$ cat config.mk
export PLATFORM = sky130hd
export DESIGN_NAME = nvac_ctrl
export DESIGN_NICKNAME = d
export VERILOG_FILES = /design/src/common/nvac_pkg.sv /design/src/rtl/nvac_mem.sv /design/src/rtl/nvac_ctrl.sv
export SDC_FILE = /design/constraint.sdc
export NUM_CORES = 2
export LEC_CHECK = 0
export BUFFER_PORTS_ARGS = -buffer_cell sky130_fd_sc_hd__buf_2
export CAP_MARGIN = 20
export CORE_MARGIN = 4
export CORE_UTILIZATION = 40
export CTS_CLUSTER_DIAMETER = 60
export CTS_CLUSTER_SIZE = 8
export DETAILED_ROUTE_END_ITERATION = 6
export PLACE_DENSITY = 0.54
export SLEW_MARGIN = 20
export SYNTH_ARGS = -nofsm -noshare
export SYNTH_HDL_FRONTEND = slang
export SYNTH_HIERARCHICAL = 1
export SYNTH_SLANG_ARGS = --single-unit
$ cat constraint.sdc
create_clock -name clock_i -period 4.24 [get_ports clock_i]
set_input_delay 0.848 -clock clock_i [delete_from_list [all_inputs] [get_ports clock_i]]
set_output_delay 0.848 -clock clock_i [all_outputs]
set_load 0.005 [all_outputs]
$ cat src/common/nvac_pkg.sv
// Constants for the nonvolatile byte access controller
package nvac_pkg;
  localparam int unsigned ADDR_W = 9;
  localparam int unsigned DATA_W = 8;
  localparam int unsigned MEM_DEPTH = 512;
  localparam int unsigned IO_ADDR_W = 2;

  // Register select codes on the I/O port
  localparam logic [1:0] REG_ADDR_HIGH = 2'h0;
  localparam logic [1:0] REG_ADDR_LOW = 2'h1;
  localparam logic [1:0] REG_DATA = 2'h2;
  localparam logic [1:0] REG_CONTROL = 2'h3;

  // Control register field positions and the top address bit position
  localparam int unsigned BIT_READ_STROBE = 0;
  localparam int unsigned BIT_WRITE_STROBE = 1;
  localparam int unsigned BIT_WRITE_ARM = 2;
  localparam int unsigned BIT_IRQ_ENABLE = 3;
  localparam int unsigned BIT_ADDR_TOP = 8;

  localparam logic [7:0] BYTE_ZERO = 8'h00;
  localparam logic [8:0] ADDR_ZERO = 9'h000;

  // Arm window and CPU stall lengths in clock cycles
  localparam logic [2:0] ARM_CYCLES = 3'h4;
  localparam logic [2:0] READ_STALL_CYCLES = 3'h4;
  localparam logic [2:0] WRITE_STALL_CYCLES = 3'h2;
  localparam logic [2:0] CNT3_ZERO = 3'h0;
  localparam logic [2:0] CNT3_ONE = 3'h1;

  // Self-timed programming: least time, rounded up to cycles
  localparam longint unsigned CLK_PERIOD_NS = 50;
  localparam longint unsigned PROG_TIME_MIN_NS = 7500000;
  localparam longint unsigned PROG_TIME_MAX_NS = 9000000;
  localparam longint unsigned PROG_CYCLES =
    (PROG_TIME_MIN_NS + CLK_PERIOD_NS - 1) / CLK_PERIOD_NS;
  localparam int unsigned PROG_CNT_W = 18;
  typedef logic [PROG_CNT_W-1:0] nvac_prog_cnt_t;
  localparam nvac_prog_cnt_t PROG_ZERO = 18'h00000;
  localparam nvac_prog_cnt_t PROG_ONE = 18'h00001;
endpackage

$ cat src/rtl/nvac_mem.sv
// Byte store of 512 locations with registered read data
`timescale 1ns/1ps
module nvac_mem (
  input wire logic clock_i, // System clock
  input wire logic wr_en_i, // Write this cycle
  input wire logic [nvac_pkg::ADDR_W-1:0] wr_addr_i, // Write address
  input wire logic [nvac_pkg::DATA_W-1:0] wr_data_i, // Write data
  input wire logic rd_en_i, // Read this cycle
  input wire logic [nvac_pkg::ADDR_W-1:0] rd_addr_i, // Read address
  output logic [nvac_pkg::DATA_W-1:0] rd_data_o // Read data, next cycle
);
  import nvac_pkg::*;

  logic [DATA_W-1:0] store_mem [MEM_DEPTH];

  always_ff @(posedge clock_i) begin
    if (wr_en_i) begin
      store_mem[wr_addr_i] <= wr_data_i;
    end
    if (rd_en_i) begin
      rd_data_o <= store_mem[rd_addr_i];
    end
  end
endmodule // nvac_mem

$ cat src/rtl/nvac_ctrl.sv
// CPU access controller for the on-chip nonvolatile byte store
`timescale 1ns/1ps
module nvac_ctrl #(
  parameter longint unsigned PROG_CYCLES = nvac_pkg::PROG_CYCLES
) (
  input wire logic clock_i, // System clock, 20 MHz
  input wire logic resetn_i, // Asynchronous reset, active low
  input wire logic [nvac_pkg::IO_ADDR_W-1:0] io_sel_i, // Register select
  input wire logic io_wr_i, // Register write strobe
  input wire logic io_rd_i, // Register read strobe
  input wire logic [nvac_pkg::DATA_W-1:0] io_wdata_i, // Write data
  input wire logic cpu_global_ie_i, // Global interrupt enable bit
  input wire logic self_program_busy_i, // Flash self-programming active
  output logic [nvac_pkg::DATA_W-1:0] io_rdata_o, // Read data, next cycle
  output logic cpu_stall_o, // Holds the CPU
  output logic ready_irq_o // Ready interrupt request, level
);
  import nvac_pkg::*;

  localparam nvac_prog_cnt_t PROG_LOAD = nvac_prog_cnt_t'(PROG_CYCLES);

  function automatic logic reg_hit(input logic [IO_ADDR_W-1:0] sel,
                                   input logic [IO_ADDR_W-1:0] code);
    reg_hit = (sel == code);
  endfunction

  // Reset release through two flip-flops
  logic rst_meta_reg;
  logic rst_n;

  always_ff @(posedge clock_i or negedge resetn_i) begin
    if (!resetn_i) begin
      rst_meta_reg <= 1'b0;
      rst_n <= 1'b0;
    end else begin
      rst_meta_reg <= 1'b1;
      rst_n <= rst_meta_reg;
    end
  end

  // Access decode
  logic wr_addr_high, wr_addr_low, wr_data, wr_ctrl;
  logic rd_req, wr_req, arm_req;

  assign wr_addr_high = io_wr_i && reg_hit(io_sel_i, REG_ADDR_HIGH);
  assign wr_addr_low = io_wr_i && reg_hit(io_sel_i, REG_ADDR_LOW);
  assign wr_data = io_wr_i && reg_hit(io_sel_i, REG_DATA);
  assign wr_ctrl = io_wr_i && reg_hit(io_sel_i, REG_CONTROL);
  assign rd_req = wr_ctrl && io_wdata_i[BIT_READ_STROBE];
  assign wr_req = wr_ctrl && io_wdata_i[BIT_WRITE_STROBE];
  assign arm_req = wr_ctrl && io_wdata_i[BIT_WRITE_ARM];

  // Address holds no reset value; software must load it
  logic [ADDR_W-1:0] addr_reg, addr_next;
  logic busy_reg, busy_next;

  always_comb begin
    addr_next = addr_reg;
    if (!busy_reg && wr_addr_low) begin
      addr_next[DATA_W-1:0] = io_wdata_i;
    end
    if (!busy_reg && wr_addr_high) begin
      addr_next[BIT_ADDR_TOP] = io_wdata_i[0];
    end
  end

  always_ff @(posedge clock_i) begin
    addr_reg <= addr_next;
  end

  // Control and sequencing state
  logic [DATA_W-1:0] data_reg, data_next, prog_data_reg, prog_data_next;
  logic irq_en_reg, irq_en_next, arm_reg, arm_next;
  logic [2:0] arm_cnt_reg, arm_cnt_next, stall_cnt_reg, stall_cnt_next;
  nvac_prog_cnt_t prog_cnt_reg, prog_cnt_next;
  logic rd_pend_reg, rd_pend_next, stall_next, irq_next;
  logic [DATA_W-1:0] rdata_next, mem_rdata;
  logic start_write, start_read, prog_done;

  assign start_write = wr_req && arm_reg && !busy_reg && !self_program_busy_i;
  assign start_read = rd_req && !busy_reg;
  assign prog_done = busy_reg && (prog_cnt_reg == PROG_ONE);

  always_comb begin
    data_next = data_reg;
    prog_data_next = prog_data_reg;
    irq_en_next = irq_en_reg;
    arm_next = arm_reg;
    arm_cnt_next = arm_cnt_reg;
    busy_next = busy_reg;
    prog_cnt_next = prog_cnt_reg;
    rd_pend_next = 1'b0;
    stall_cnt_next = stall_cnt_reg;
    rdata_next = io_rdata_o;

    if (wr_data) begin
      data_next = io_wdata_i;
    end
    if (rd_pend_reg) begin
      data_next = mem_rdata;
    end

    if (wr_ctrl) begin
      irq_en_next = io_wdata_i[BIT_IRQ_ENABLE];
    end

    // Arm times out after four cycles
    if (arm_reg) begin
      arm_cnt_next = arm_cnt_reg - CNT3_ONE;
      if (arm_cnt_reg == CNT3_ONE) begin
        arm_next = 1'b0;
      end
    end
    if (arm_req) begin
      arm_next = 1'b1;
      arm_cnt_next = ARM_CYCLES;
    end

    if (start_write) begin
      busy_next = 1'b1;
      prog_cnt_next = PROG_LOAD;
      prog_data_next = data_reg;
    end else if (busy_reg) begin
      prog_cnt_next = prog_cnt_reg - PROG_ONE;
      if (prog_done) begin
        busy_next = 1'b0;
      end
    end

    if (start_read) begin
      rd_pend_next = 1'b1;
    end

    if (stall_cnt_reg != CNT3_ZERO) begin
      stall_cnt_next = stall_cnt_reg - CNT3_ONE;
    end
    if (start_read) begin
      stall_cnt_next = READ_STALL_CYCLES;
    end else if (start_write) begin
      stall_cnt_next = WRITE_STALL_CYCLES;
    end
    stall_next = (stall_cnt_next != CNT3_ZERO);

    irq_next = irq_en_next && cpu_global_ie_i && !busy_next;

    if (io_rd_i) begin
      unique case (io_sel_i)
        REG_ADDR_HIGH: rdata_next = {7'h00, addr_reg[BIT_ADDR_TOP]};
        REG_ADDR_LOW: rdata_next = addr_reg[DATA_W-1:0];
        REG_DATA: rdata_next = data_reg;
        REG_CONTROL: rdata_next = {4'h0, irq_en_reg, arm_reg, busy_reg,
                                   1'b0};
      endcase
    end
  end

  always_ff @(posedge clock_i or negedge rst_n) begin
    if (!rst_n) begin
      data_reg <= BYTE_ZERO;
      prog_data_reg <= BYTE_ZERO;
      irq_en_reg <= 1'b0;
      arm_reg <= 1'b0;
      arm_cnt_reg <= CNT3_ZERO;
      busy_reg <= 1'b0;
      prog_cnt_reg <= PROG_ZERO;
      rd_pend_reg <= 1'b0;
      stall_cnt_reg <= CNT3_ZERO;
      cpu_stall_o <= 1'b0;
      ready_irq_o <= 1'b0;
      io_rdata_o <= BYTE_ZERO;
    end else begin
      data_reg <= data_next;
      prog_data_reg <= prog_data_next;
      irq_en_reg <= irq_en_next;
      arm_reg <= arm_next;
      arm_cnt_reg <= arm_cnt_next;
      busy_reg <= busy_next;
      prog_cnt_reg <= prog_cnt_next;
      rd_pend_reg <= rd_pend_next;
      stall_cnt_reg <= stall_cnt_next;
      cpu_stall_o <= stall_next;
      ready_irq_o <= irq_next;
      io_rdata_o <= rdata_next;
    end
  end

  nvac_mem i_nvac_mem (
    .clock_i(clock_i),
    .wr_en_i(prog_done),
    .wr_addr_i(addr_reg),
    .wr_data_i(prog_data_reg),
    .rd_en_i(start_read),
    .rd_addr_i(addr_reg),
    .rd_data_o(mem_rdata)
  );

  property p_addr_high_zero;
    @(posedge clock_i) disable iff (!rst_n)
      io_rd_i && reg_hit(io_sel_i, REG_ADDR_HIGH) |=> io_rdata_o[7:1] == 7'h00;
  endproperty
  a_addr_high_zero: assert property (p_addr_high_zero)
    else $error("address high reserved bits not zero");

  property p_ctrl_reserved;
    @(posedge clock_i) disable iff (!rst_n)
      io_rd_i && reg_hit(io_sel_i, REG_CONTROL) |=> io_rdata_o[7:4] == 4'h0;
  endproperty
  a_ctrl_reserved: assert property (p_ctrl_reserved)
    else $error("control reserved bits not zero");

  property p_irq_busy;
    @(posedge clock_i) disable iff (!rst_n)
      busy_reg |-> !ready_irq_o;
  endproperty
  a_irq_busy: assert property (p_irq_busy)
    else $error("ready interrupt during programming");

  property p_irq_ready;
    @(posedge clock_i) disable iff (!rst_n)
      irq_en_reg && !busy_reg && $past(cpu_global_ie_i) |-> ready_irq_o;
  endproperty
  a_irq_ready: assert property (p_irq_ready)
    else $error("ready interrupt missing");

  property p_write_start;
    @(posedge clock_i) disable iff (!rst_n)
      wr_req && arm_reg && !busy_reg && !self_program_busy_i |=>
        busy_reg && prog_cnt_reg == PROG_LOAD;
  endproperty
  a_write_start: assert property (p_write_start)
    else $error("armed strobe did not start programming");

  property p_unarmed;
    @(posedge clock_i) disable iff (!rst_n)
      wr_req && !arm_reg && !busy_reg |=> !busy_reg;
  endproperty
  a_unarmed: assert property (p_unarmed)
    else $error("unarmed strobe started a write");

  property p_arm_timeout;
    @(posedge clock_i) disable iff (!rst_n)
      ($rose(arm_reg) && !arm_req) ##1 !arm_req [*3] |=> !arm_reg;
  endproperty
  a_arm_timeout: assert property (p_arm_timeout)
    else $error("arm did not time out after four cycles");

  property p_arm_hold;
    @(posedge clock_i) disable iff (!rst_n)
      $rose(arm_reg) |-> arm_reg [*4];
  endproperty
  a_arm_hold: assert property (p_arm_hold)
    else $error("arm window shorter than four cycles");

  property p_prog_end;
    @(posedge clock_i) disable iff (!rst_n)
      busy_reg && prog_cnt_reg == PROG_ONE |=> !busy_reg;
  endproperty
  a_prog_end: assert property (p_prog_end)
    else $error("strobe not cleared at end of programming");

  property p_write_stall;
    @(posedge clock_i) disable iff (!rst_n)
      $rose(busy_reg) |-> cpu_stall_o [*2] ##1 !cpu_stall_o;
  endproperty
  a_write_stall: assert property (p_write_stall)
    else $error("write stall not two cycles");

  property p_read_stall;
    @(posedge clock_i) disable iff (!rst_n)
      start_read ##1 !(rd_req || wr_req) [*4] |=> !cpu_stall_o &&
        $past(cpu_stall_o, 4) && $past(cpu_stall_o, 1);
  endproperty
  a_read_stall: assert property (p_read_stall)
    else $error("read stall not four cycles");

  property p_read_fetch;
    @(posedge clock_i) disable iff (!rst_n)
      start_read |=> ##1 data_reg == $past(mem_rdata);
  endproperty
  a_read_fetch: assert property (p_read_fetch)
    else $error("fetched byte not in data register");

  property p_addr_frozen;
    @(posedge clock_i) disable iff (!rst_n)
      busy_reg && (wr_addr_low || wr_addr_high) |=> $stable(addr_reg);
  endproperty
  a_addr_frozen: assert property (p_addr_frozen)
    else $error("address changed during programming");

  property p_no_restart;
    @(posedge clock_i) disable iff (!rst_n)
      busy_reg && prog_cnt_reg > PROG_ONE |=>
        prog_cnt_reg == $past(prog_cnt_reg) - PROG_ONE;
  endproperty
  a_no_restart: assert property (p_no_restart)
    else $error("programming count disturbed");
endmodule // nvac_ctrl

==> results.cfg <==
[worst_setup_path]
arrival_ns = 5.10
cp.required_ns = 5.14
worstPathMaxFanout = 86
startpoint_type = flop
critical_path_class = reg -> reg
cp-end-kind = flop

[clock_tree]
cts.sinks = 4169
cts_tree = done
root_buffer = clkbuf_16
cts-htree-levels = 6
insertion_delay_ns = 1.03
numCtsBuffers = 594
clk_path_buf_depth = 4
clk_pin_slew_worst_paths_ns = 0.05
post_cts_buffers = 0

[die]
start_util = 0.401
io_pins = 26
die-height_um = 646
dieArea_um2 = 418000
die_w_um = 646
rows = 234
core_area_um2 = 406000

[sta]
worst_slew_pin_slew_ns = 1.11
final_max_slew_viol_count = 0
finalSetupViolCount = 0
postLayoutSetupSlackWorst_ns = 0.0412
period_needed_ns = 4.20
fin_crit_sh = 0.990
hold_violations = 0
skew_ns = 0.0421
rsz0062_at_grt = false
slew_headroom = 0.257
fmax_mhz = 238
timing.setup.tns_ns = 0

[grt]
track_usage = 0.213
grt_pass1_vias = 87580
antenna_found_initial = 16
grt.overflow.total = 0
grt_pass1_wl_mm = 647
grt_start_max_net_pins = 149

[drt]
routed_wl_mm = 453
remaining_drc_errors = 1
drtIter0Drc = 10109
vias = 86290
first_pass_iters = 7
ant_nets = 0
routedWlPerCell_um = 30.4
vias_per_cell = 5.80

[synth]
syn_nets = 8335
synthTopCellsByArea = edfxtp_1 76%, mux4_2 9.0%, mux2i_1 5.0%, o221ai_1 2.0%, nor2_1 1.4%
yosysTopAreaCell = edfxtp_1
yosysSeqAreaShare = 0.767
ys_types = 64
async_reset_ff_frac = 0.0134
ys.warnings.count = 6
syn_avg_cell_area_um2 = 19.6
syn_inst = 8313
synthFlopType = edfxtp_1
synth_top_area_frac = 0.758
netlist_area_um2 = 163000
ys_seq_elements = 4169
synth_edf_count = 4113

[finish]
syn2layout_area_growth_pct = 17.6
fin_util = 0.472
largest_reg_flops = 4096
nets = 9374
layout-drive-gt1-share = 0.248
fillers = 33631

[run_status]
status = finished, violations left
failed_checks = design-rule violations

[power_and_ir_drop]
peakVddDrop_v = 0.000432
p_per_area_nw_per_um2 = 536
p_leak_nw = 63.5

[placement]
hpwl_mm = 283
dp_worst_setup_slack_ns = 0.172
gp_congestion = 0.930
io_buffers = 25

[hold_path]
hp-class = in -> reg

[run]
maxCapViolations = 0
## metrics by stage
stage	power, W	instance area [um^2]	std cells	hold slack (ns)
2_1_floorplan	0.0574	163000	8313	0.331
3_3_place_gp	0.0612	175000	14174	0.342
3_5_place_dp	0.0616	175000	14180	0.336
4_1_cts	0.104	192000	14870	0.00287
5_1_grt	0.106	192000	14872	0.0349
6_report	0.103	192000	14872	0.0945
## cell usage after synthesis (all sizes together), types with 4 or more instances
library cell,count
nor2,617
a211oi,18
o2111a,8
o21ai,136
inv,13
o22ai,164
clkbuf,277
nor4,41
a21oi,210
o221ai,372
a22oi,68
and2,21
nand4,36
nand3,40
and3b,6
nor2b,8
dfrtp,56
nand2b,6
o41ai,7
ha,6
mux2i,808
nand2,161
or2,5
edfxtp,4113
or3,10
a22o,5
buf,251
nor3,115
nor3b,9
xnor2,10
o311ai,6
mux2,4
or4,4
o31ai,14
and3,7
mux4,654
## critical path, cell delays in order (launching register included)
cell	delay (ns)
edfxtp_1	0.63
nand2b_4	0.30
buf_12	0.22
buf_4	0.38
o221ai_1	0.38
a21oi_1	0.17
nor2_1	0.44
nand3_1	0.30
o21ai_0	0.58
buf_4	0.28
o2111a_1	0.17
## layout by cell type, fill, tap and decap left out, types with 47 or more instances in the layout
cell type	count
a22oi_1	68
mux4_2	654
mux2i_1	808
o21ai_0	132
nor2_1	616
nand2_1	146
dfrtp_1	47
edfxtp_1	4113
buf_12	96
buf_4	844
a21oi_1	210
o22ai_1	164
clkbuf_16	608
nor3_1	114
o221ai_1	371
## cell type report
class	instances	area, um^2	area share
sequential	4169	125000	0.652
inverter	13	56.3	0.000294
tap	5428	6790	0.0355
antenna	1	2.50	0.0000131
clock buffer	640	15300	0.0801
multi-input combinational	3603	35300	0.184
timing repair buffer	971	8440	0.0440
clock inverter	47	731	0.00381
## path summary, 6_finish.rpt
path | end | start | slack (ns) | cells past startpoint
worst max-delay path | i_nvac_mem/rd_data_o[0]$_DFFE_PP_ | addr_reg[2]$_DFFE_PP_ | 0.04 | 10
worst min-delay path | addr_reg[7]$_DFFE_PP_ | io_wdata_i[7] | 0.09 | 1
worst max register to register | i_nvac_mem/rd_data_o[0]$_DFFE_PP_ | addr_reg[2]$_DFFE_PP_ | 0.04 | 10
worst min register to register | rst_n$_DFF_PN0_ | rst_meta_reg$_DFF_PN0_ | 0.35 | 0
max in group asynchronous | prog_data_reg[2]$_DFFE_PN0P_ | rst_n$_DFF_PN0_ | 3.06 | 1
min in group asynchronous | rst_meta_reg$_DFF_PN0_ | resetn_i | 0.14 | 2
## cell families after synthesis
| group | share of synthesized area |
|---|---|
| multiplexers | 0.140 |
| AO/OA/AOI/OAI | 0.0438 |
| adder cells (fa/ha/maj) | 0.000461 |
| XOR/XNOR | 0.000699 |
| other | 0.0000230 |
| flip-flops | 0.767 |
| AND/OR/NAND/NOR | 0.0293 |
| buffers and inverters | 0.0188 |
## report_power, final
part           switching [W]  internal, W
Sequential          0.000923       0.0507
Combinational        0.00728      0.00182
Clock                 0.0165       0.0255
## repair_timing
action	CTS	global route
hold buffers	3	0
endpoints found under the setup margin	0	1
gates resized for setup	0	1
hold endpoints to repair	4	0
## per-layer routing
layer	track usage	share of wire
met4	0.0591	0.027
met3	0.0396	0.075
met5	0	0.00013
met1	0.305	0.43
met2	0.335	0.47
No activity file was read; power rests on OpenSTA's default activity.
